[src/adc_host_pkg.sv]
// shared constants and carrier types for the converter host controller
package adc_host_pkg;
   localparam int clk_ns = 20;
   // timing figures in nanoseconds
   localparam int rd_conv_ns = 655;
   localparam int cs_gap_ns = 50;
   localparam int pipe_rd_min_ns = 200;
   localparam int pipe_rd_max_ns = 400;
   localparam int wr_done_max_ns = 690;
   localparam int wr_early_rd_ns = 350;
   localparam int wr_early_cyc_ns = 560;
   localparam int wr_gap_ns = 100;
   localparam int wr_cycle_ns = 660;
   localparam int reduced_valid_ns = 705;
   localparam int wr_low_ns = 100;
   // cycle counts: least times round up, pipe_rd_max_ns rounds down, wr_done_max_ns rounds up
   localparam int rd_conv_cyc = (rd_conv_ns + clk_ns - 1) / clk_ns;
   localparam int cs_gap_cyc = (cs_gap_ns + clk_ns - 1) / clk_ns;
   localparam int pipe_rd_cyc = (pipe_rd_min_ns + clk_ns - 1) / clk_ns;
   localparam int pipe_rd_max_cyc = pipe_rd_max_ns / clk_ns;
   localparam int wr_done_cyc = (wr_done_max_ns + clk_ns - 1) / clk_ns;
   localparam int wr_early_cyc = (wr_early_rd_ns + clk_ns - 1) / clk_ns;
   localparam int wr_total_cyc = (wr_early_cyc_ns + clk_ns - 1) / clk_ns;
   localparam int wr_gap_cyc = (wr_gap_ns + clk_ns - 1) / clk_ns;
   localparam int wr_cycle_cyc = (wr_cycle_ns + clk_ns - 1) / clk_ns;
   localparam int reduced_cyc = (reduced_valid_ns + clk_ns - 1) / clk_ns;
   localparam int wr_low_cyc = (wr_low_ns + clk_ns - 1) / clk_ns;
   localparam int cnt_w = 6;
   localparam int data_w = 8;
   localparam int pipe_skip = 2;
   // mode selector: read strobe, pipelined, write-then-read, reduced
   typedef enum logic [1:0] {
      mode_rd = 2'b00,
      mode_pipe = 2'b01,
      mode_wrrd = 2'b10,
      mode_reduced = 2'b11
   } mode_t;
   typedef struct packed {
      logic cs_n;
      logic rd_n;
      logic wr_n;
      logic mode;
   } strobes_t;
endpackage

[src/result_buffer.sv]
// two-entry buffer between converter reads and the result consumer
`timescale 1ns/1ps
`default_nettype none
module result_buffer #(
   parameter int width = 8
) (
   input wire logic mclk,
   input wire logic nrst,
   input wire logic in_valid,
   output logic in_ready,
   input wire logic [width-1:0] in_data,
   output logic out_valid,
   input wire logic out_ready,
   output logic [width-1:0] out_data
);
   logic [width-1:0] mem [2];
   logic [width-1:0] next_mem [2];
   logic wr_ptr, rd_ptr, next_wr_ptr, next_rd_ptr;
   logic [1:0] count, next_count;
   logic push, pop;

   // next pointers and storage
   always_comb begin
      push = in_valid && (count != 2'h2);
      pop = out_ready && (count != 2'h0);
      next_mem = mem;
      next_wr_ptr = wr_ptr;
      next_rd_ptr = rd_ptr;
      if (push) begin
         next_mem[wr_ptr] = in_data;
         next_wr_ptr = ~wr_ptr;
      end
      if (pop) begin
         next_rd_ptr = ~rd_ptr;
      end
      next_count = count + {1'b0, push} - {1'b0, pop};
   end

   // register state
   always_ff @(posedge mclk or negedge nrst) begin
      if (!nrst) begin
         mem[0] <= '0;
         mem[1] <= '0;
         wr_ptr <= 1'b0;
         rd_ptr <= 1'b0;
         count <= 2'h0;
      end else begin
         mem <= next_mem;
         wr_ptr <= next_wr_ptr;
         rd_ptr <= next_rd_ptr;
         count <= next_count;
      end
   end

   assign in_ready = (count != 2'h2);
   assign out_valid = (count != 2'h0);
   assign out_data = mem[rd_ptr];
endmodule // result_buffer
`default_nettype wire

[src/adc_host.sv]
// host controller that sequences conversions on the multi-step converter
`timescale 1ns/1ps
`default_nettype none
module adc_host
   import adc_host_pkg::*;
#(
   parameter int width = data_w
) (
   input wire logic mclk,
   input wire logic nrst,
   input wire logic [1:0] mode_sel,
   input wire logic start,
   output logic busy,
   output logic [width-1:0] result,
   output logic result_valid,
   input wire logic result_ready,
   output logic cs_n,
   output logic rd_n,
   output logic wr_n,
   output logic mode_strap,
   input wire logic done_n,
   input wire logic rdy_in,
   output logic rdy_out,
   output logic rdy_oe_n,
   input wire logic [width-1:0] result_bus
);
   typedef enum logic [2:0] {
      st_idle = 3'b000,
      st_rd = 3'b001,
      st_pipe = 3'b010,
      st_wr_low = 3'b011,
      st_wr_wait = 3'b100,
      st_wr_read = 3'b101,
      st_gap = 3'b110
   } state_t;

   state_t state, next_state;
   strobes_t pins, next_pins;
   logic [cnt_w-1:0] cnt, next_cnt;
   logic [1:0] skip, next_skip;
   logic [width-1:0] cap, next_cap;
   logic cap_valid, next_cap_valid;
   logic buf_ready;
   logic buf_valid;
   logic [width-1:0] buf_data;

   // sequencer: strobes, counters, capture of result bus
   always_comb begin
      next_state = state;
      next_pins = pins;
      next_cnt = cnt;
      next_skip = skip;
      next_cap = cap;
      next_cap_valid = cap_valid && !buf_ready;
      next_pins.mode = mode_sel[1];
      case (state)
         st_idle: begin
            next_cnt = '0;
            if (start && !cap_valid) begin
               next_pins.cs_n = 1'b0;
               case (mode_t'(mode_sel))
                  mode_rd: begin
                     next_pins.rd_n = 1'b0;
                     next_state = st_rd;
                  end
                  mode_pipe: begin
                     next_pins.rd_n = 1'b0;
                     next_state = st_pipe;
                  end
                  mode_reduced: begin
                     next_pins.rd_n = 1'b0;
                     next_pins.wr_n = 1'b0;
                     next_state = st_wr_low;
                  end
                  default: begin
                     next_pins.wr_n = 1'b0;
                     next_state = st_wr_low;
                  end
               endcase
            end
         end
         st_rd: begin
            next_cnt = cnt + 1'b1;
            // hold read low until done falls and ready returns high
            if (!done_n && rdy_in
                  && cnt >= cnt_w'(rd_conv_cyc)) begin
               next_cap = result_bus;
               next_cap_valid = 1'b1;
               next_pins.rd_n = 1'b1;
               next_pins.cs_n = 1'b1;
               next_cnt = '0;
               next_state = st_gap;
            end
         end
         st_pipe: begin
            next_cnt = cnt + 1'b1;
            // read pulse inside the 200 to 400 ns window
            if (cnt == cnt_w'(pipe_rd_cyc - 1)) begin
               next_pins.rd_n = 1'b1;
               next_pins.cs_n = 1'b1;
               next_cnt = '0;
               next_state = st_gap;
               if (skip == 2'(pipe_skip)) begin
                  next_cap = result_bus;
                  next_cap_valid = 1'b1;
               end else begin
                  next_skip = skip + 1'b1;
               end
            end
         end
         st_wr_low: begin
            next_cnt = cnt + 1'b1;
            if (cnt == cnt_w'(wr_low_cyc - 1)) begin
               next_pins.wr_n = 1'b1;
               next_cnt = '0;
               next_state = st_wr_wait;
            end
         end
         st_wr_wait: begin
            next_cnt = cnt + 1'b1;
            if (mode_sel == mode_reduced) begin
               // bus already enabled; take data at the valid time
               if (cnt == cnt_w'(reduced_cyc - 1)) begin
                  next_cap = result_bus;
                  next_cap_valid = 1'b1;
                  next_pins.rd_n = 1'b1;
                  next_pins.cs_n = 1'b1;
                  next_cnt = '0;
                  next_state = st_gap;
               end
            end else if (!done_n || cnt == cnt_w'(wr_early_cyc - 1)) begin
               next_pins.rd_n = 1'b0;
               next_state = st_wr_read;
            end
         end
         st_wr_read: begin
            next_cnt = cnt + 1'b1;
            // data valid by the early-read cycle end
            if (!done_n && cnt >= cnt_w'(wr_total_cyc - 1)) begin
               next_cap = result_bus;
               next_cap_valid = 1'b1;
               next_pins.rd_n = 1'b1;
               next_pins.cs_n = 1'b1;
               next_cnt = '0;
               next_state = st_gap;
            end
         end
         st_gap: begin
            next_cnt = cnt + 1'b1;
            if (cnt >= cnt_w'(cs_gap_cyc) && cnt >= cnt_w'(wr_gap_cyc))
               next_state = st_idle;
         end
         default: next_state = st_idle;
      endcase
   end

   // register sequencer state
   always_ff @(posedge mclk or negedge nrst) begin
      if (!nrst) begin
         state <= st_idle;
         pins <= '{cs_n: 1'b1, rd_n: 1'b1, wr_n: 1'b1, mode: 1'b0};
         cnt <= '0;
         skip <= 2'h0;
         cap <= '0;
         cap_valid <= 1'b0;
         busy <= 1'b0;
         result <= '0;
         result_valid <= 1'b0;
      end else begin
         state <= next_state;
         pins <= next_pins;
         cnt <= next_cnt;
         skip <= next_skip;
         cap <= next_cap;
         cap_valid <= next_cap_valid;
         busy <= (next_state != st_idle);
         result <= buf_data;
         result_valid <= buf_valid && !(result_valid && result_ready);
      end
   end

   // converter pins come straight from flops; ready pin never driven
   assign cs_n = pins.cs_n;
   assign rd_n = pins.rd_n;
   assign wr_n = pins.wr_n;
   assign mode_strap = pins.mode;
   assign rdy_out = 1'b0;
   assign rdy_oe_n = 1'b1;

   // captured words queue until the consumer takes them
   result_buffer #(.width(width)) u_buf (
      .mclk(mclk),
      .nrst(nrst),
      .in_valid(cap_valid),
      .in_ready(buf_ready),
      .in_data(cap),
      .out_valid(buf_valid),
      .out_ready(result_ready && result_valid),
      .out_data(buf_data)
   );

   // pipelined read pulse stays within its window
   pipe_width_a: assert property (@(posedge mclk) disable iff (!nrst)
      $fell(rd_n) && state == st_pipe |->
         !rd_n [*8] ##1 !rd_n ##1 !rd_n ##[1:3] rd_n)
      else $error("pipelined read width wrong");
   // gap after chip select rises
   cs_gap_a: assert property (@(posedge mclk) disable iff (!nrst)
      $rose(cs_n) |-> cs_n [*3])
      else $error("chip-select gap too short");
   // early read no sooner than 350 ns: eighteen cycles with read high
   wr_early_a: assert property (@(posedge mclk) disable iff (!nrst)
      $rose(wr_n) && mode_sel == mode_wrrd |->
         rd_n [*8] ##1 rd_n [*8] ##1 rd_n ##1 rd_n)
      else $error("read too early after start");
   // strap follows selected mode
   strap_a: assert property (@(posedge mclk) disable iff (!nrst)
      ##1 mode_strap == $past(mode_sel[1]))
      else $error("strap wrong");
   // start strobe only while chip selected
   wr_cs_a: assert property (@(posedge mclk) disable iff (!nrst)
      !wr_n |-> !cs_n)
      else $error("start strobe without select");
   // read strobe held until done seen
   rd_hold_a: assert property (@(posedge mclk) disable iff (!nrst)
      state == st_rd && done_n |=> !rd_n)
      else $error("read released early");
   // reduced mode keeps read low across start
   reduced_a: assert property (@(posedge mclk) disable iff (!nrst)
      $rose(wr_n) && mode_sel == mode_reduced |-> !rd_n [*8])
      else $error("reduced read released");
   // start strobe pulse width
   wr_low_a: assert property (@(posedge mclk) disable iff (!nrst)
      $fell(wr_n) |-> !wr_n [*5] ##1 wr_n)
      else $error("start pulse width wrong");
   rd_cov: cover property (@(posedge mclk) state == st_rd ##1 state == st_gap);
   pipe_cov: cover property (@(posedge mclk) skip == 2'h2 && $rose(rd_n));
   wr_cov: cover property (@(posedge mclk) state == st_wr_read && !done_n);
   full_cov: cover property (@(posedge mclk) !buf_ready);
endmodule // adc_host
`default_nettype wire

[config.mk]
export PLATFORM = sky130hd
export DESIGN_NAME = adc_host
export DESIGN_NICKNAME = d
export VERILOG_FILES = /design/src/adc_host_pkg.sv /design/src/result_buffer.sv /design/src/adc_host.sv
export SDC_FILE = /design/constraint.sdc
export NUM_CORES = 1
export LEC_CHECK = 0
export ABC_AREA = 1
export BUFFER_PORTS_ARGS = -buffer_cell sky130_fd_sc_hd__buf_4
export CORE_ASPECT_RATIO = 1.5
export CORE_MARGIN = 3
export CORE_UTILIZATION = 37
export DETAILED_ROUTE_END_ITERATION = 7
export HOLD_SLACK_MARGIN = 0.08
export PLACE_DENSITY_LB_ADDON = 0.05
export SLEW_MARGIN = 20
export SYNTH_ARGS = -nofsm -noshare
export SYNTH_HDL_FRONTEND = slang
export SYNTH_HIERARCHICAL = 1
export SYNTH_SLANG_ARGS = --single-unit
[constraint.sdc]
create_clock -name mclk -period 1.6 [get_ports mclk]
set_input_delay 0.24 -clock mclk [delete_from_list [all_inputs] [get_ports mclk]]
set_output_delay 0.24 -clock mclk [all_outputs]
set_load 0.03 [all_outputs]
# --- Word level (Yosys, flattened, before mapping) ---
# Index checks and enable logic that the tools add are counted.
word_totals:
  register_bits: 54
  latchBits: 0
  ram_bits: 0
  romBits: 0
  in_bits: 16
  output_inout_bits: 16
  wordCells: 141
  memories: 0
op_classes:
  add_sub_neg: 4
  multipliers: 0
  div: 0
  magnitude_cmp: 7
  eq_ne: 26
  shifts: 0
  n_mux: 51
  n_bitwise: 5
  reduce_logical: 31
op_table:
  columns: ["op", "count"]
  rows:
  - ["8-bit two-way mux", 10]
  - ["6-bit one-hot mux with 7 select lines", 1]
  - ["6-bit two-way mux", 6]
  - ["8-bit one-hot mux with 4 select lines", 1]
  - ["3-bit two-way mux", 10]
  - ["2-bit inequality test, second input constant", 11]
  - ["3-bit one-hot mux with 7 select lines", 1]
  - ["16-bit bitwise mux", 1]
  - ["7-bit AND reduction", 2]
  - ["1-bit two-way mux", 12]
  - ["1-bit logical AND", 11]
  - ["2-bit one-hot mux with 5 select lines", 1]
  - ["3-bit == test, second input constant", 3]
  - ["8-bit demux with 1-bit select", 1]
  - ["2-bit two-way mux", 4]
  - ["8-bit AND reduction", 1]
  - ["7-bit nonzero test", 1]
  - ["6-bit by 1-bit adder with 6-bit output, second input constant", 1]
  - ["3-bit by 2-bit == test with 1-bit output, second input constant", 2]
  - ["6-bit by 3-bit == test with 1-bit output, second input constant", 1]
  - ["6-bit by 4-bit == test with 1-bit output, second input constant", 1]
  - ["6-bit by 5-bit == test with 1-bit output, second input constant", 1]
  - ["6-bit == test, second input constant", 1]
  - ["6-bit by 2-bit greater-or-equal comparator with 1-bit output, second input constant", 1]
  - ["29 further kinds", 39]

# --- Longest topological paths before layout ---
# Gate-level depths: netlist of run 1.
depth:
  word_depth: 6
  depth_mapped: 12
  mapped_depth_nobuf: 12

# --- Modules after synthesis ---
# Netlist of run 1, hierarchy kept.
by_module_without_submodules:
  columns: ["module", "instances", "cells_each", "area_per_inst_um2", "seq_area_each_um2"]
  rows:
  - ["adc_host", 1, 227, 1860.5, 854.6]
  - ["result_buffer", 1, 125, 1007.2, 500.5]

# --- Worst setup path before layout of run 1 ---
# Ideal clock, no wire load.
synth_path:
  path_type: "reg-to-reg"
  startpoint: "reg cnt[0]"
  endpoint: "reg cap[0]"
  setup_ps: 117
  arrival_ps: 1422
  t_required_ps: 1483
  slack_ps: 61
  stages_incl_launch_ff: 13
  path_buffers: 1
  period_less_slack_ps: 1539
  cell_sequence: "dfrtp_1 > inv_1 > ha_1 > inv_1 > nor2_1 > nand3_1 > nand2_1 > nand2_2 > and2_4 > buf_12 > nand3_4 > nand2_1 > nand2_1"
synth_between:
  elab_chain_cells: 4
  elab_cells_between_ends: 11
  classes_between: "2 x order compare; 6 x eq/ne; 3 x reduce/logical"
synth_rtl:
  columns: ["element", "line", "text"]
  rows:
  - ["start, declared", "adc_host.sv:39", "logic [cnt_w-1:0] cnt, next_cnt;"]
  - ["start signal, assigned", "adc_host.sv:172", "cnt <= next_cnt;"]
  - ["6-bit by 5-bit greater-or-equal comparator with 1-bit output / 6-bit greater-or-equal comparator (equally long branches)", "adc_host.sv:139, adc_host.sv:86", null]
  - ["1-bit logical AND (on tied branches)", "adc_host.sv:139, adc_host.sv:86", null]
  - ["2-bit inequality test (no line)", null, null]
  - ["7-bit AND reduction (no line) *", null, null]
  - ["end signal, assigned", "adc_host.sv:174", "cap <= next_cap;"]
  - ["end, declared", "adc_host.sv:41", "logic [width-1:0] cap, next_cap;"]
# Every way passes the cells marked *; elsewhere a longest branch is shown, timed or not.
# A chain may end at the register's enable or synchronous reset.

# --- Worst setup path after layout of run 1 ---
layout_path:
  startpoint: "reg cnt[0]"
  endpoint: "reg cap[3]"
# The elaborated chain is that of the path after synthesis.

==> results of run 1 <==
-- cell families after synthesis --
logic type,synth area share
buf+inv,0.0881
other cells,0.00262
simple gates,0.363
xor+xnor,0.0153
fa+ha+maj,0.0349
compound gates,0.0236
flops,0.473
-- critical path: stages, from the launching register on --
cell     delay [ns]
dfrtp_2        0.47
buf_6          0.14
ha_4           0.17
nor2_4         0.12
nand3_2        0.09
nand2_2        0.09
nand2_4        0.06
and2_4         0.19
buf_6          0.12
nand4_1        0.05
nand2_1        0.05
-- path summary, 6_finish.rpt --
path	slack, ns	from	cells after the start	to
hold / removal	0.18	result_bus[6]	3	cap[6]
setup / recovery	-0.04	cnt[0]	10	cap[3]
hold reg to reg	0.47	cs_n	2	cs_n
setup reg to reg	-0.04	cnt[0]	10	cap[3]
max in group asynchronous	0.68	nrst	3	cs_n
min in group asynchronous	0.37	nrst	2	u_buf/count[1]
-- cell usage after synthesis (all sizes together) --
cell / instances
a21boi: 1
a21oi: 2
a31oi: 1
and2: 1
buf: 12
clkinv: 1
conb: 2
dfrtp: 51
dfstp: 3
ha: 8
inv: 35
nand2: 144
nand3: 18
nand4: 27
nor2: 26
nor3: 5
nor3b: 1
o21ai: 8
or2: 1
xor2: 5
-- power by group through the flow --
stage	Combinational, mW	Clock (mW)	Sequential, mW
floorplan	1.81	0	2.00
global placement	2.77	0	1.92
detailed placement	2.80	0	1.93
CTS	3.05	1.18	1.93
global route	3.53	1.22	1.97
finish	3.16	1.13	1.93
-- state kept, by name (all words and copies together) (netlist names), 2 cells and up --
signal       flops
cap              8
cnt              6
result           8
skip             2
state            3
u_buf/count      2
u_buf/mem       16
-- cell type report --
| cell class | count | area, um^2 |
|---|---|---|
| well taps | 100 | 125 |
| clock buffers | 6 | 82.6 |
| inverters | 36 | 140 |
| multi-input cells | 252 | 1400 |
| flip-flops and latches | 54 | 1360 |
| repair buffers | 59 | 484 |
| fillers | 745 | 3720 |
| clock inverters | 2 | 60.1 |
-- per-stage QoR --
step                      power, mW  setup WS, ns  instances
after floorplan                3.81        0.0613        352
after global placement         4.69       -0.0562        494
after detailed placement       4.73       -0.0728        494
after CTS                      6.16      -0.00947        508
after global routing           6.72        -0.120        509
final                          6.23       -0.0429        509
-- per-layer routing --
metal | up-vias | GRT usage | share of wire
met4 | 0 | 0.0724 | 0.024
li1 | 1222 | - | -
met5 | - | 0 | 0
met2 | 30 | 0.326 | 0.58
met3 | 9 | 0.0237 | 0.021
met1 | 1117 | 0.164 | 0.38
-- what timing repair did --
action | in CTS | in global routing
gates resized for setup | 24 | 18
pin swaps | 13 | 13
hold buffers | 2 | 0
setup endpoints to repair | 17 | 19
hold endpoints to repair | 23 | 0
gates cloned | 2 | 0
setup buffers | 2 | 1
==> impl_metrics.json, run 1 <==
{
  "synth_seq_cells": 54,
  "slew_viol_final": 0,
  "yosys.cell_types.count": 31,
  "cts_max_path_buffers": 2,
  "dpl_cell_area_um2": 3310,
  "hold_viol": 0,
  "tightest_slew_ns": 0.516,
  "syn-num-nets": 376,
  "fin_area_um2": 3650,
  "cts.sinks": 54,
  "rsz0062_at_grt": "yes",
  "violations": "negative setup slack",
  "p_comb_frac": 0.508,
  "p_int_mw": 3.71,
  "tns_ns": -0.143,
  "status": "finished, violations left",
  "syn-cell-area_um2": 2870,
  "yosys.area.top_type_share": 0.445,
  "cts.clk_slew.worst_paths_ns": 0.10,
  "p_per_area_nw_per_um2": 1710,
  "diodes": 0,
  "drive_above_1_share": 0.293,
  "ios": 32,
  "postLayoutCoreUtil": 0.495,
  "maxSlewHeadroom": 0.655,
  "clk_latency_ns": 0.31,
  "synth_area_leaders": "dfrtp_1 45%, nand2_1 18%, nand4_1 5.9%",
  "cp-start-kind": "flop",
  "grt_use_total": 0.164,
  "synth_area_leader_cell": "dfrtp_1",
  "cp.required_ns": 1.81,
  "period_minus_slack_ns": 1.64,
  "drcViolationCount": 0,
  "fp.dieArea_um2": 8860,
  "period_share": 1.03,
  "grt_remaining_overflow": 0,
  "path_class": "flop to flop",
  "areaGrowthSynthToFinish_pct": 27.2,
  "port_buffers": 29,
  "ys_warn_count": 6,
  "core-area_um2": 7370,
  "cp.arrival_ns": 1.86,
  "ant_nets": 0,
  "cts_made_buffers": 5,
  "syn-instance-count": 352,
  "grt_max_degree": 31,
  "root_buffer": "clkbuf_8",
  "start_util": 0.389,
  "end_kind": "flop",
  "max-vdd-ir-drop_uv": 786,
  "cts_tree": "yes",
  "wl_per_cell_um": 13.3,
  "yosysSeqAreaShare": 0.473,
  "whs_ns": 0.180,
  "nNetsFinal": 432,
  "vias": 2378,
  "max_freq_mhz": 609,
  "via_per_inst": 4.67,
  "layout_common_cells": "134 x nand2_1, 52 x buf_4, 49 x dfrtp_1",
  "worst_slack_ns": -0.0429,
  "grt_pass1_vias": 2418,
  "finClkSkew_ns": 0.00936,
  "drv_cap": 0,
  "die_width_um": 77.9,
  "final_common_cell": "nand2_1",
  "row_count": 38,
  "hold_path_class": "primary input to flop",
  "p_seq_frac": 0.310,
  "dr.pass1.iters": 4,
  "antenna_found_initial": 0,
  "drt_wl_total_um": 6750,
  "drt_iter0_drc": 130,
  "p_switching_mw": 2.52,
  "leakage_nw": 1.94,
  "grt_pass1_wl_um": 11300,
  "setup_violations": 13,
  "place.gp.congestion": 0.834,
  "p_clk_frac": 0.182,
  "swShare": 0.405,
  "dieHeight_um": 114,
  "place_hpwl_um": 5120,
  "ctsHtreeMaxLevel": 2,
  "cp_max_fo": 5,
  "avgSynthCellArea_um2": 8.15
}
(Power assumes the default switching activity.)
==> inputs of run 2 (changes only) <==
--- a/config.mk
+++ b/config.mk
@@ -18,3 +18,4 @@
 export SYNTH_HDL_FRONTEND = slang
 export SYNTH_HIERARCHICAL = 1
 export SYNTH_SLANG_ARGS = --single-unit
+export TNS_END_PERCENT = 50
==> constraint.sdc (replaced) <==
create_clock -name mclk -period 1.6 [get_ports mclk]
set_input_delay 0.32 -clock mclk [delete_from_list [all_inputs] [get_ports mclk]]
set_output_delay 0.32 -clock mclk [all_outputs]
set_load 0.03 [all_outputs]
==> impl_metrics.json, run 2 (synthesis gave the netlist of run 1 again) <==
{
  "leakage_nw": 1.92,
  "dieHeight_um": 114,
  "core-area_um2": 7370,
  "period_share": 1.01,
  "p_total_mw": 6.04,
  "p_int_mw": 3.53,
  "crit_path_top_delay_cell": "dfrtp_2",
  "reg2reg_from": "cnt[0]",
  "p_seq_frac": 0.321,
  "whs_ns": 0.143,
  "period_minus_slack_ns": 1.62,
  "grt_use_total": 0.165,
  "cp.arrival_ns": 1.83,
  "hold_path_class": "primary input to flop",
  "timing.rr.end": "cap[3]",
  "path_class": "flop to flop",
  "min-delay-start": "mode_sel[1]",
  "cts.clk_slew.worst_paths_ns": 0.10,
  "worstHoldEndpoint": "mode_strap",
  "rsz0062_at_grt": "yes",
  "grt_pass1_vias": 2424,
  "row_count": 38,
  "p_comb_frac": 0.528,
  "nNetsFinal": 433,
  "place.gp.congestion": 0.835,
  "setup_violations": 4,
  "cp.required_ns": 1.81,
  "grt_max_degree": 37,
  "drt_iter0_drc": 88,
  "wl_per_cell_um": 13.0,
  "via_per_inst": 4.62,
  "port_buffers": 29,
  "top_register": "u_buf/mem",
  "crit_path_cell_trace": "buf_6, ha_4, nor2_4, nand3_2, nand2_2, nand2_2, and2_4, buf_6, nand4_1, nand2_1",
  "ios": 32,
  "max-vdd-ir-drop_uv": 848,
  "root_buffer": "clkbuf_8",
  "largestRegisters": "u_buf/mem: 16 flops, cap: 8 flops, result: 8 flops",
  "final_common_cell": "nand2_1",
  "place_hpwl_um": 5080,
  "drt_wl_total_um": 6630,
  "cts_made_buffers": 5,
  "critPathBufInv": 2,
  "ant_nets": 0,
  "critPathTopFamily": "simple AND/OR/NAND/NOR gates",
  "status": "finished, violations left",
  "r2r_slack_ns": -0.02,
  "reg2regPathDepth": 10,
  "cp_slowest_stage_delay_ns": 0.48,
  "n_fill_cell": 745,
  "p_per_area_nw_per_um2": 1670,
  "swShare": 0.415,
  "fp.dieArea_um2": 8860,
  "violations": "negative setup slack",
  "drv_cap": 0,
  "diodes": 0,
  "cp-start-kind": "flop",
  "layout_common_cells": "130 x nand2_1, 55 x buf_4, 48 x dfrtp_1",
  "finClkSkew_ns": 0.0105,
  "clk_latency_ns": 0.31,
  "grt_remaining_overflow": 0,
  "antenna_found_initial": 0,
  "p_switching_mw": 2.51,
  "cts.sinks": 54,
  "drive_above_1_share": 0.300,
  "hold_viol": 0,
  "dr.pass1.iters": 4,
  "start_util": 0.389,
  "drcViolationCount": 0,
  "ctsHtreeMaxLevel": 2,
  "grt_pass1_wl_um": 11500,
  "cp_max_fo": 5,
  "p_clk_frac": 0.151,
  "vias": 2354,
  "die_width_um": 77.9,
  "areaGrowthSynthToFinish_pct": 26.3,
  "worst_slack_ns": -0.0205,
  "slew_viol_final": 0,
  "cts_tree": "yes",
  "max_freq_mhz": 617,
  "cts_max_path_buffers": 2,
  "end_kind": "flop",
  "largest_reg_flops": 16,
  "worstHoldPathCells": 1
}
[run 2: worst max path at each step]
stage / depth (start not counted) / startpoint / endpoint
after floorplan: 12 / cnt[0] / cap[0]
after global placement: 10 / cnt[1] / cap[3]
after detailed placement: 11 / cnt[0] / cnt[2]
after CTS: 11 / cnt[0] / cap[3]
after global routing: 10 / cnt[0] / cap[5]
final: 10 / cnt[0] / cap[3]
[run 2: cell type report]
class                      instances  area, um^2  share of cell area
clock buffer                       6        72.6              0.0200
clock inverter                     2        37.5              0.0104
inverter                          36         143              0.0394
multi-input combinational        252        1400               0.386
sequential                        54        1360               0.375
tap                              100         125              0.0346
timing repair buffer              60         485               0.134
[run 2: power by group through the flow]
stage	clock network, mW	registers (mW)	logic, mW
after detailed placement	0	1.93	2.79
after global routing	1.02	1.98	3.56
after floorplan	0	2.00	1.81
after CTS	0.962	1.93	3.03
after global placement	0	1.92	2.77
final	0.915	1.94	3.19
[run 2: worst register-to-register path: stages (launching register included)]
cell and delay [ns]:
dfrtp_2 0.48, buf_6 0.14, ha_4 0.17, nor2_4 0.09, nand3_2 0.09, nand2_2 0.07
nand2_2 0.07, and2_4 0.19, buf_6 0.12, nand4_1 0.06, nand2_1 0.05
[run 2: per-stage QoR]
stage / cell area (um^2) / utilization / cells / worst slack, ns / setup TNS [ns]
after global routing: 3620 / 0.491 / 510 / -0.111 / -1.59
after global placement: 3310 / 0.449 / 494 / -0.0568 / -0.573
after floorplan: 2870 / - / 352 / 0.0613 / 0
after detailed placement: 3310 / 0.449 / 494 / -0.0701 / -0.796
after CTS: 3530 / 0.479 / 507 / -0.0189 / -0.0553
final: 3620 / 0.491 / 510 / -0.0205 / -0.0488
[run 2: metal layers]
metal	vias up	GRT usage	part of all wire	wire length, um
met3	10	0.0292	0.026	172
met1	1095	0.170	0.38	2500
li1	1219	-	-	-
met2	30	0.322	0.58	3820
met4	0	0.0653	0.021	136
met5	-	0	0	0
[run 2: repair_timing]
| action | 4_1_cts | 5_1_grt |
|---|---|---|
| gates resized for setup | 23 | 21 |
| cloned | 2 | 0 |
| pin swaps | 14 | 13 |
| hold buffers | 1 | 0 |
| setup endpoints to repair | 17 | 20 |
| setup buffers | 2 | 3 |
| hold endpoints to repair | 16 | 0 |
